[src/hw/soai_map.svh]
// Constants of the overhead and alarm inserter: frame slots, byte values, timing.
// Assumes a 20 MHz reference clock and a short frame of sixteen byte slots.
// Function
// - In set mode the transmitter sends the programmed J0 byte and the receiver reports it.
// - In pass mode the transmitter sends the default J0 of 01 and the receiver reports 01.
// - D7, D8 and D9 are programmed one by one, sent unchanged in set mode and reported alike.
// - In pass mode D7, D8 and D9 are sent as zero and the receiver reads zero.
// - An alarm lasts from 2.5 s upward in steps, or continuously until turned off.
// - While an alarm injection runs, the transmitter shows an active status.
// - Continuous signal loss makes the receiver show LOS, LOF, OOF, B1, B2 and REI.
// - Continuous errored frames make the receiver show LOF, OOF, B1, B2, REI, AIS and RDI.
// - Line FERF makes the receiver show RDI alone, dropping once the injection stops.
// - Line AIS makes the receiver show AIS and REI, with its REI counter still counting.
// - Repeating signal loss turns the receiver indications on and off every 2.5 s.
// - With injection off, a clean signal is sent and all receiver indications go inactive.
// - Two run/stop requests in succession clear all receiver counts and every indication but LOS, which follows the line.
`ifndef SOAI_MAP_SVH
`define SOAI_MAP_SVH

// ----------------------------------------------------------------
// Frame slots
// ----------------------------------------------------------------
`define SOAI_SLOT_A1 4'h0
`define SOAI_SLOT_A2 4'h1
`define SOAI_SLOT_J0 4'h2
`define SOAI_SLOT_B1 4'h3
`define SOAI_SLOT_K2 4'h4
`define SOAI_SLOT_B2 4'h5
`define SOAI_SLOT_M1 4'h6
`define SOAI_SLOT_D7 4'h7
`define SOAI_SLOT_D8 4'h8
`define SOAI_SLOT_D9 4'h9
`define SOAI_SLOT_PAY 4'hA
`define SOAI_SLOT_LAST 4'hF

// ----------------------------------------------------------------
// Byte values and reset values
// ----------------------------------------------------------------
`define SOAI_A1 8'hF6
`define SOAI_A2 8'h28
`define SOAI_J0_DEF 8'h01
`define SOAI_D_DEF 8'h00
`define SOAI_K2_CLEAN 8'h00
`define SOAI_K2_RDI 8'h06
`define SOAI_K2_AIS 8'h07
`define SOAI_M1_CLEAN 8'h00
`define SOAI_M1_REI 8'h01
`define SOAI_LOS_BYTE 8'h00
`define SOAI_ALL_ONES 8'hFF

// ----------------------------------------------------------------
// Timing
// ----------------------------------------------------------------
`define SOAI_CLK_KHZ 64'd20000
`define SOAI_SHORT_DUR_MS 64'd2500
`define SOAI_DUR_CONTINUOUS_DURATION 2'h3
`define SOAI_LOF_FRAMES 2'h2

`endif

[src/hw/soai_pkg.sv]
// Types of the overhead and alarm inserter.
// Assumes soai_map.svh for all figures.
package soai_pkg;

	// Alarm kinds that the transmitter can inject
	typedef enum logic [2:0] {
		SOAI_ALM_NONE,
		SOAI_ALM_LOS,
		SOAI_ALM_ERR_FRAME,
		SOAI_ALM_FERF,
		SOAI_ALM_AIS,
		SOAI_ALM_REP_LOS
	} soai_alarm_t;

	// Whole state of the block
	typedef struct packed {
		soai_alarm_t alm;
		logic [1:0] alm_left;
		logic [25:0] tick_cnt;
		logic rep_off;
		logic [3:0] slot;
		logic [7:0] tpar1;
		logic [7:0] tpar2;
		logic [7:0] tprev1;
		logic [7:0] tprev2;
		logic [1:0][9:0] buff;
		logic [1:0] buf_cnt;
		logic room;
		logic pay_rdy;
		logic line_vld;
		logic [3:0] rslot;
		logic [7:0] rpar1;
		logic [7:0] rpar2;
		logic [7:0] rprev1;
		logic [7:0] rprev2;
		logic [5:0] fr_err;
		logic [3:0][7:0] cap;
		logic [1:0] oof_run;
		logic [7:0] ind;
		logic [3:0][7:0] shown;
		logic [15:0] cnt_b1;
		logic [15:0] cnt_b2;
		logic [15:0] cnt_rei;
		logic rs_armed;
	} soai_state_t;

endpackage

[src/hw/soai_top.sv]
// Transmit overhead insertion with alarm injection, and the matching receive checker.
// Assumes the line loops back: o_line_* is fed to i_rx_* by the surrounding logic.
`include "soai_map.svh"

module soai_top import soai_pkg::*; #(
	parameter int TICK_CYCLES = int'(`SOAI_SHORT_DUR_MS * `SOAI_CLK_KHZ)
) (
	input wire logic i_ref_clk,
	input wire logic i_rst_b,
	input wire logic i_j0_set,
	input wire logic [7:0] i_j0_value,
	input wire logic i_dcc_set,
	input wire logic [7:0] i_d7_value,
	input wire logic [7:0] i_d8_value,
	input wire logic [7:0] i_d9_value,
	input wire soai_alarm_t i_alarm_sel,
	input wire logic [1:0] i_alarm_dur,
	input wire logic i_alarm_go,
	input wire logic i_alarm_off,
	input wire logic i_run_stop,
	input wire logic [7:0] i_tx_data,
	input wire logic i_tx_valid,
	output logic o_tx_ready,
	output logic [7:0] o_line_data,
	output logic o_line_sof,
	output logic o_line_loss,
	output logic o_line_valid,
	input wire logic i_line_ready,
	input wire logic [7:0] i_rx_data,
	input wire logic i_rx_sof,
	input wire logic i_rx_loss,
	input wire logic i_rx_valid,
	output logic o_alarm_active,
	output logic [7:0] o_ind,
	output logic [7:0] o_rx_j0,
	output logic [7:0] o_rx_d7,
	output logic [7:0] o_rx_d8,
	output logic [7:0] o_rx_d9,
	output logic [15:0] o_cnt_b1,
	output logic [15:0] o_cnt_b2,
	output logic [15:0] o_cnt_rei
);

	// Indication bits: 0 LOS, 1 LOF, 2 OOF, 3 B1, 4 B2, 5 REI, 6 AIS, 7 RDI
	localparam logic [25:0] TICK_LAST = 26'(TICK_CYCLES - 1);

	soai_state_t s;
	soai_state_t next_s;

	// ----------------------------------------------------------------
	// Next state
	// ----------------------------------------------------------------
	always_comb begin
		logic tick;
		logic tx_loss;
		logic push;
		logic pop;
		logic [7:0] tb;
		logic [9:0] word;
		logic [1:0] cnt;
		logic [3:0] rs;
		logic [7:0] rb;
		logic [5:0] ferr;
		logic los_now;
		logic clr;
		logic [2:0] add;
		tick = 1'b0;
		tx_loss = 1'b0;
		push = 1'b0;
		pop = 1'b0;
		tb = 8'h00;
		word = 10'h000;
		cnt = 2'h0;
		rs = 4'h0;
		rb = 8'h00;
		ferr = 6'h00;
		los_now = 1'b0;
		clr = 1'b0;
		add = 3'h0;
		next_s = s;

		// Alarm timer: one shared 2.5 s tick, restarted with each injection
		tick = (s.tick_cnt == TICK_LAST);
		next_s.tick_cnt = tick ? 26'h0 : s.tick_cnt + 26'h1;
		if (i_alarm_go) begin
			next_s.alm = i_alarm_sel;
			next_s.alm_left = i_alarm_dur;
			next_s.tick_cnt = 26'h0;
			next_s.rep_off = 1'b0;
		end else if (i_alarm_off) begin
			next_s.alm = SOAI_ALM_NONE;
		end else if (tick && s.alm != SOAI_ALM_NONE) begin
			next_s.rep_off = ~s.rep_off;
			if (s.alm != SOAI_ALM_REP_LOS && s.alm_left != `SOAI_DUR_CONTINUOUS_DURATION) begin
				if (s.alm_left == 2'h0) begin
					next_s.alm = SOAI_ALM_NONE;
				end else begin
					next_s.alm_left = s.alm_left - 2'h1;
				end
			end
		end

		// Byte for the current slot; loss overrides everything with a dark line
		tx_loss = (s.alm == SOAI_ALM_LOS) || (s.alm == SOAI_ALM_REP_LOS && !s.rep_off);
		case (s.slot)
			`SOAI_SLOT_A1: tb = (s.alm == SOAI_ALM_ERR_FRAME) ? ~`SOAI_A1 : `SOAI_A1;
			`SOAI_SLOT_A2: tb = `SOAI_A2;
			`SOAI_SLOT_J0: tb = i_j0_set ? i_j0_value : `SOAI_J0_DEF;
			`SOAI_SLOT_B1: tb = (s.alm == SOAI_ALM_ERR_FRAME) ? ~s.tprev1 : s.tprev1;
			`SOAI_SLOT_K2: begin
				if (s.alm == SOAI_ALM_AIS || s.alm == SOAI_ALM_ERR_FRAME) begin
					tb = `SOAI_K2_AIS;
				end else if (s.alm == SOAI_ALM_FERF) begin
					tb = `SOAI_K2_RDI;
				end else begin
					tb = `SOAI_K2_CLEAN;
				end
			end
			`SOAI_SLOT_B2: tb = (s.alm == SOAI_ALM_ERR_FRAME) ? ~s.tprev2 : s.tprev2;
			`SOAI_SLOT_M1: begin
				if (s.alm == SOAI_ALM_AIS || s.alm == SOAI_ALM_ERR_FRAME) begin
					tb = `SOAI_M1_REI;
				end else begin
					tb = `SOAI_M1_CLEAN;
				end
			end
			`SOAI_SLOT_D7: tb = i_dcc_set ? i_d7_value : `SOAI_D_DEF;
			`SOAI_SLOT_D8: tb = i_dcc_set ? i_d8_value : `SOAI_D_DEF;
			`SOAI_SLOT_D9: tb = i_dcc_set ? i_d9_value : `SOAI_D_DEF;
			default: tb = i_tx_data;
		endcase
		if (tx_loss) begin
			tb = `SOAI_LOS_BYTE;
		end
		word = {tx_loss, (s.slot == `SOAI_SLOT_A1), tb};

		// Overhead slots need only room; payload slots wait for the source too
		push = (s.slot < `SOAI_SLOT_PAY) ? s.room : (s.pay_rdy && i_tx_valid);
		pop = s.line_vld && i_line_ready;
		if (push) begin
			next_s.slot = s.slot + 4'h1;
			next_s.tpar1 = s.tpar1 ^ tb;
			next_s.tpar2 = (s.slot >= `SOAI_SLOT_K2) ? s.tpar2 ^ tb : s.tpar2;
			if (s.slot == `SOAI_SLOT_LAST) begin
				next_s.tprev1 = s.tpar1 ^ tb;
				next_s.tprev2 = s.tpar2 ^ tb;
				next_s.tpar1 = 8'h00;
				next_s.tpar2 = 8'h00;
			end
		end

		// Two-entry buffer: head in entry 0, a stalled receiver just fills entry 1
		cnt = s.buf_cnt;
		if (pop) begin
			next_s.buff[0] = s.buff[1];
			cnt = cnt - 2'h1;
		end
		if (push) begin
			next_s.buff[cnt[0]] = word;
			cnt = cnt + 2'h1;
		end
		next_s.buf_cnt = cnt;
		next_s.room = (cnt != 2'h2);
		next_s.line_vld = (cnt != 2'h0);
		next_s.pay_rdy = (cnt != 2'h2) && (next_s.slot >= `SOAI_SLOT_PAY);

		// Receiver: per-frame checks committed on the last slot
		los_now = i_rx_loss;
		next_s.ind[0] = los_now;
		if (i_rx_valid) begin
			rs = i_rx_sof ? `SOAI_SLOT_A1 : s.rslot;
			rb = i_rx_data;
			ferr = (rs == `SOAI_SLOT_A1) ? 6'h00 : s.fr_err;
			next_s.rslot = rs + 4'h1;
			next_s.rpar1 = (rs == `SOAI_SLOT_A1) ? rb : s.rpar1 ^ rb;
			next_s.rpar2 = (rs >= `SOAI_SLOT_K2) ? s.rpar2 ^ rb : s.rpar2;
			case (rs)
				`SOAI_SLOT_A1: ferr[0] = (rb != `SOAI_A1);
				`SOAI_SLOT_A2: ferr[0] = s.fr_err[0] || (rb != `SOAI_A2);
				`SOAI_SLOT_J0: next_s.cap[0] = rb;
				`SOAI_SLOT_B1: ferr[1] = (rb != s.rprev1);
				`SOAI_SLOT_K2: begin
					ferr[3] = (rb == `SOAI_K2_AIS);
					ferr[4] = (rb == `SOAI_K2_RDI);
				end
				`SOAI_SLOT_B2: ferr[2] = (rb != s.rprev2);
				`SOAI_SLOT_M1: ferr[5] = (rb != `SOAI_M1_CLEAN);
				`SOAI_SLOT_D7: next_s.cap[1] = rb;
				`SOAI_SLOT_D8: next_s.cap[2] = rb;
				`SOAI_SLOT_D9: next_s.cap[3] = rb;
				default: ferr = ferr;
			endcase
			next_s.fr_err = ferr;
			if (rs == `SOAI_SLOT_LAST) begin
				next_s.rprev1 = s.rpar1 ^ rb;
				next_s.rprev2 = s.rpar2 ^ rb;
				next_s.rpar2 = 8'h00;
				if (ferr[0]) begin
					if (s.oof_run != `SOAI_LOF_FRAMES) begin
						next_s.oof_run = s.oof_run + 2'h1;
					end
				end else begin
					next_s.oof_run = 2'h0;
					next_s.shown = s.cap;
				end
				// A dark or unframed line flags parity and far-end errors as well
				next_s.ind[2] = ferr[0];
				next_s.ind[1] = ferr[0] && (s.oof_run == `SOAI_LOF_FRAMES);
				next_s.ind[3] = ferr[1] || ferr[0] || los_now;
				next_s.ind[4] = ferr[2] || ferr[0] || los_now;
				next_s.ind[5] = ferr[5] || ferr[0] || los_now;
				next_s.ind[6] = ferr[3];
				next_s.ind[7] = ferr[4] || (ferr[0] && !los_now);
				add = {ferr[5] || ferr[0] || los_now, ferr[2] || ferr[0] || los_now,
					ferr[1] || ferr[0] || los_now};
			end
		end

		// Run/stop: a second request in a row clears; a count in that cycle survives
		if (i_run_stop) begin
			next_s.rs_armed = ~s.rs_armed;
			clr = s.rs_armed;
		end
		if (clr) begin
			next_s.ind[7:1] = 7'h00;
			next_s.oof_run = 2'h0;
		end
		next_s.cnt_b1 = (clr ? 16'h0 : s.cnt_b1) + {15'h0, add[0]};
		next_s.cnt_b2 = (clr ? 16'h0 : s.cnt_b2) + {15'h0, add[1]};
		next_s.cnt_rei = (clr ? 16'h0 : s.cnt_rei) + {15'h0, add[2]};
	end

	// ----------------------------------------------------------------
	// State register
	// ----------------------------------------------------------------
	always_ff @(posedge i_ref_clk) begin
		if (!i_rst_b) begin
			s <= '0;
			s.alm <= SOAI_ALM_NONE;
			s.room <= 1'b1;
			s.shown[0] <= `SOAI_J0_DEF;
		end else begin
			s <= next_s;
		end
	end

	// ----------------------------------------------------------------
	// Outputs, all straight from the state register
	// ----------------------------------------------------------------
	assign o_tx_ready = s.pay_rdy;
	assign o_line_data = s.buff[0][7:0];
	assign o_line_sof = s.buff[0][8];
	assign o_line_loss = s.buff[0][9];
	assign o_line_valid = s.line_vld;
	assign o_alarm_active = (s.alm != SOAI_ALM_NONE);
	assign o_ind = s.ind;
	assign o_rx_j0 = s.shown[0];
	assign o_rx_d7 = s.shown[1];
	assign o_rx_d8 = s.shown[2];
	assign o_rx_d9 = s.shown[3];
	assign o_cnt_b1 = s.cnt_b1;
	assign o_cnt_b2 = s.cnt_b2;
	assign o_cnt_rei = s.cnt_rei;

endmodule // soai_top

[config.mk]
export PLATFORM = sky130hd
export DESIGN_NAME = soai_top
export DESIGN_NICKNAME = d
export VERILOG_FILES = /design/src/hw/soai_pkg.sv /design/src/hw/soai_top.sv
export VERILOG_INCLUDE_DIRS = /design/src /design/src/hw
export SDC_FILE = /design/constraint.sdc
export NUM_CORES = 1
export LEC_CHECK = 0
export BUFFER_PORTS_ARGS = -buffer_cell sky130_fd_sc_hd__buf_4
export CORE_MARGIN = 2
export CORE_UTILIZATION = 39
export CTS_CLUSTER_SIZE = 30
export DETAILED_ROUTE_END_ITERATION = 7
export PLACE_DENSITY = 0.67
export SYNTH_ARGS = -nofsm -noshare
export SYNTH_HDL_FRONTEND = slang
export SYNTH_SLANG_ARGS = --single-unit
[constraint.sdc]
create_clock -name i_ref_clk -period 6.6 [get_ports i_ref_clk]
set_input_delay 0.33 -clock i_ref_clk [delete_from_list [all_inputs] [get_ports i_ref_clk]]
set_output_delay 0.33 -clock i_ref_clk [all_outputs]
set_load 0.1 [all_outputs]
## Word-level counts from Yosys, hierarchy flattened

Index checks and enable logic that the tools add are counted.

- Register bits: 258
- Input port bits: 65
- Output and inout bits: 101

- Add/subtract/negate cells: 10
- Order comparisons: 6
- Equality and inequality tests: 40
- Muxes and demuxes: 53
- Bitwise gates (word level): 11
- Reductions and logical operators: 50

Operators with widths:

| operator | count |
|---|---|
| $mux 8 | 11 |
| $pmux 8 s10 | 1 |
| $add 16x1->16 | 3 |
| $mux 16 | 3 |
| $mux 36 | 1 |
| $eq 4x3->1 const B | 8 |
| $mux 32 | 1 |
| $xor 8x8->8 | 4 |
| $mux 10 | 3 |
| $add 26x1->26 const B | 1 |
| $eq 26x26->1 const B | 1 |
| $eq 4x4->1 const B | 6 |
| $mux 24 | 1 |
| $bwmux 20 | 1 |
| $mux 3 | 6 |
| $reduce_and 2->1 | 9 |
| $eq 4x2->1 const B | 4 |
| $eq 8x3->1 const B | 2 |
| $mux 2 | 8 |
| $ne 8x8->1 | 2 |
| $not 8->8 | 2 |
| $mux 5 | 3 |
| $reduce_bool 3->1 | 4 |
| $demux 10 s1 | 1 |
| other kinds (34) | 84 |

## Logic depth before layout (Yosys ltp)

- Word-level depth: 11
- Depth in mapped cells: 16
- Mapped depth without buffers: 13

## Worst setup path before layout

Ideal clock, no wire load.

- Kind: input port to flip-flop
- Start point: input i_rx_sof
- End point: register s (netlist bit o_cnt_b2[10])
- Setup time: 0.128 ns
- Arrival: 2.847 ns
- Data required time: 6.472 ns
- Slack: 3.626 ns
- Stages: 16
- Buffers on the path: 3
- Cells stage by stage: clkbuf_1 > nor2b_1 > inv_1 > ha_1 > clkbuf_1 > a21boi_0 > o32a_1 > buf_2 > nor3_1 > a21oi_1 > ha_1 > ha_1 > nand2_1 > nor4b_1 > xnor2_1 > nor2_1

- Cells in the longest elaborated chain, start to end: 10
- Elaborated cells between the ends (all ways): 15
- Those cells by class: add/sub: 1; eq/ne: 3; mux: 8; reduce/logical: 3

Ends and longest elaborated chain:

| item | line | RTL |
|---|---|---|
| start: declaration | soai_top.sv:30 | `input wire logic i_rx_sof,` |
| $mux 4 (*) | soai_top.sv:171 | `` rs = i_rx_sof ? `SOAI_SLOT_A1 : s.rslot; `` |
| $logic_not 4->1 | soai_top.sv:177 | `case (rs)` |
| $mux 6 | soai_top.sv:173 | `` ferr = (rs == `SOAI_SLOT_A1) ? 6'h00 : s.fr_err; `` |
| $pmux 1 s2 or $mux 1 (tied branches) | soai_top.sv:177 |  |
| $mux 1 | soai_top.sv:170 | `if (i_rx_valid) begin` |
| $logic_or 1x1->1 (2 in a row) | soai_top.sv:214 | `add = {ferr[5] \|\| ferr[0] \|\| los_now, ferr[2] \|\| ferr[0] \|\| los_now,` |
| $mux 3 (*) | soai_top.sv:194 | `` if (rs == `SOAI_SLOT_LAST) begin `` |
| $mux 3 (*) | soai_top.sv:170 |  |
| $add 16x1->16 (*) | soai_top.sv:229 | `next_s.cnt_b2 = (clr ? 16'h0 : s.cnt_b2) + {15'h0, add[1]};` |
| end signal: assignment | soai_top.sv:243 | `s <= next_s;` |
| end: declaration | soai_top.sv:47 | `soai_state_t s;` |

Every way passes the cells marked *; elsewhere a longest branch is shown, timed or not. The select of a mux whose other input is x is not followed.
A chain may end at the register's enable or synchronous reset.

## Final worst setup path

- Start point: register s[161] (netlist bit)
- End point: register s (netlist bit o_cnt_b2[15])

- Cells in the longest elaborated chain, start to end: 10
- Elaborated cells between the ends (all ways): 15
- Those cells by class: add/sub: 1; eq/ne: 3; mux: 8; reduce/logical: 3

Ends and longest elaborated chain:

| item | line |
|---|---|
| $mux 4 (*) | soai_top.sv:171 |
| $logic_not 4->1 | soai_top.sv:177 |
| $mux 6 | soai_top.sv:173 |
| $pmux 1 s2 or $mux 1 (tied branches) | soai_top.sv:177 |
| $mux 1 | soai_top.sv:170 |
| $logic_or 1x1->1 (2 in a row) | soai_top.sv:214 |
| $mux 3 (*) | soai_top.sv:194 |
| $mux 3 (*) | soai_top.sv:170 |
| $add 16x1->16 (*) | soai_top.sv:229 |

Marks and branches as above.

==> results.yml <==
timing:
  skew_ns: 0.01344
  max_freq_ghz: 0.2794
  hold_viol: 0
  setup_viol: 0
  timing.final.crit_share_pct: 54.22
  min_period_ns: 3.579
  whs_ns: 0.02444
  relSlewSlack_pct: 24.18
  fin_setup_tns_ns: 0
  fin_ws_ns: 3.021
  rsz0062_at_grt: "no"
  slew_viol_final: 0
  worst_pin_slew_ns: 1.136
setup_path:
  worstPathRequired_ns: 7.02
  crit_top_cell: "ha_1"
  cp-start-kind: "register"
  worstPathMaxFanout: 16
  crit_chain: "nor2b_1, inv_1, ha_1, a21boi_0, o32a_1, nor3_1, a21oi_1, ha_1, nand4_1, nor4_1, xnor2_1, nor2_1"
  path_buf_inv: 1
  cpPeakStageDelay_ns: 0.47
  worstPathArrival_ns: 4.00
  cp_top_family: "simple AND/OR/NAND/NOR gates"
  path_class: "reg -> reg"
  critPathCaptureType: "register"
  crit_slowest_cell: "nor4_1"
synthesis:
  synth_area_sq_um: 13680
  synth-edff-count: 0
  async_reset_ff_share_pct: 0
  netlist_top_cells_area: "dfxtp_1 38%, buf_4 5.6%, nand2_1 4.7%, mux2i_1 4.4%, nor2_1 4.3%"
  netlist.area_leader.share_pct: 37.75
  yosysSeqAreaShare_pct: 37.75
  synth_fp_nets: 1715
  synth.avg_cell_area_sq_um: 8.395
  yosysTopAreaCell: "dfxtp_1"
  yosysUniqueCellTypes: 82
  yosys_warnings: 0
  synth-seq-cells: 258
  synthFlopType: "dfxtp_1"
  synthCells: 1630
route:
  wl_per_cell_um: 16.58
  first_pass_iters: 7
  vias_per_cell: 5.515
  ant_nets: 0
  drc: 0
  drtIter0Drc: 763
  finalWirelength_um: 34990
  vias: 11640
cts:
  cts_tree: "done"
  clk_pin_slew_ns: 0.06
  cts_resized: 0
  htree_levels: 1
  cts-root-buf: "clkbuf_16"
  clock_latency_ns: 0.55
  cts_setup_buffers: 0
  cts_buffers: 29
  cts_hold_buf: 0
  cts.path.max_buffers: 3
  clock-sinks: 258
placed_design:
  place_congestion: 0.8532
  portBuffers: 165
  dp_hpwl_um: 23740
  dp_worst_setup_slack_ns: 2.941
global_route:
  grt_max_degree: 86
  top_usage_layer: "met2"
  grt_util_met2_pct: 29.55
  grt_pass1_wl_um: 55900
  met3_usage_pct: 3.286
  gr-total-overflow: 0
  grtUsageMet1_pct: 25.35
  grt.total_usage_pct: 18.39
  grt_antenna_before_repair: 0
  first_global_vias: 10810
power_and_ir_drop:
  peakVddDrop_v: 0.0002076
  p_leak_nw: 5.549
  cellPowerDensity_nw_per_um2: 306.8
hold_path:
  hp-class: "in -> reg"
cells_and_area:
  area_delta_synth_final_pct: 12.31
  final_common_cell: "dfxtp_1"
  diodes: 0
  seq_area_sq_um: 5165
  final_cell_mix: "258 x dfxtp_1, 179 x buf_4, 170 x nand2_1, 156 x nor2_1, 84 x nand3_1"
  fin_nets: 1718
  fillers: 3427
  multi_input_area_sq_um: 7194
  layout-drive-gt1-share_pct: 15.52
floorplan:
  ios: 166
  die_x_um: 191.3
  dieArea_sq_um: 36600
  start_util_pct: 39.61
  die_h_um: 191.3
  core-area_sq_um: 34540
  rows: 68
run_status:
  status: "complete, no violations"
run:
  cap_violations: 0
-- power breakdown --
part           total (mW)  internal [mW]  switching [mW]  leakage (nW)
Clock                1.65          0.986           0.665         0.488
Sequential           1.75           1.66          0.0952          2.09
Combinational        1.31          0.415           0.894          2.97
-- cells by family after synthesis --
logic type      share of synthesized area, %
mux                                    4.663
xor+xnor                               6.465
compound gates                         15.42
fa+ha+maj                              1.829
simple gates                           24.16
buf+inv                                9.720
flops                                  37.75
-- Yosys cell counts, drive strengths merged, types with 43 or more instances --
cell	n
a21oi	72
xnor2	53
xor2	48
nor2	157
nand3	85
buf	129
o21ai	43
mux2i	60
nand4	46
nand2	170
dfxtp	258
clkbuf	77
-- flip-flops by register name (all words and copies together) (netlist names) --
| register | count |
|---|---|
| o_cnt_b1 | 16 |
| o_cnt_b2 | 16 |
| o_ind | 8 |
| o_line_sof | 1 |
| o_line_valid | 1 |
| o_cnt_rei | 16 |
| o_tx_ready | 1 |
| o_rx_d8 | 8 |
| o_line_loss | 1 |
| s | 158 |
| o_rx_d7 | 8 |
| o_line_data | 8 |
| o_rx_d9 | 8 |
| o_rx_j0 | 8 |
-- cell type report --
cell class,count,area share (%)
Clock inverter,12,0.7979
Timing Repair Buffer,179,8.745
Clock buffer,42,5.626
Multi-Input combinational cell,1137,46.82
Inverter,28,0.7002
Tap cell,455,3.705
Sequential cell,258,33.61
-- layer usage --
metal,wire length [um],share of wire (%)
met1,16170,46
met2,15690,45
met3,2495,7.1
met4,639,1.8
met5,0,0
-- path summary, 6_finish.rpt --
kind         slack, ns       start  cells after the start      endpoint
max               3.02      s[161]                     12  o_cnt_b2[15]
max reg2reg       3.02      s[161]                     12  o_cnt_b2[15]
min reg2reg       0.45       s[99]                      2    o_rx_d7[0]
min               0.02  i_alarm_go                      2        s[226]
-- stage by stage --
step	cells	area [sq um]	utilization, %	power (mW)
2_1_floorplan	1630	13680	-	2.779
5_1_grt	2111	15370	44.49	4.935
4_1_cts	2111	15370	44.49	4.732
3_5_place_dp	2057	14380	41.63	3.077
6_report	2111	15370	44.49	4.714
3_3_place_gp	2057	14380	41.63	3.061
Power figures use the tool's default switching activity.
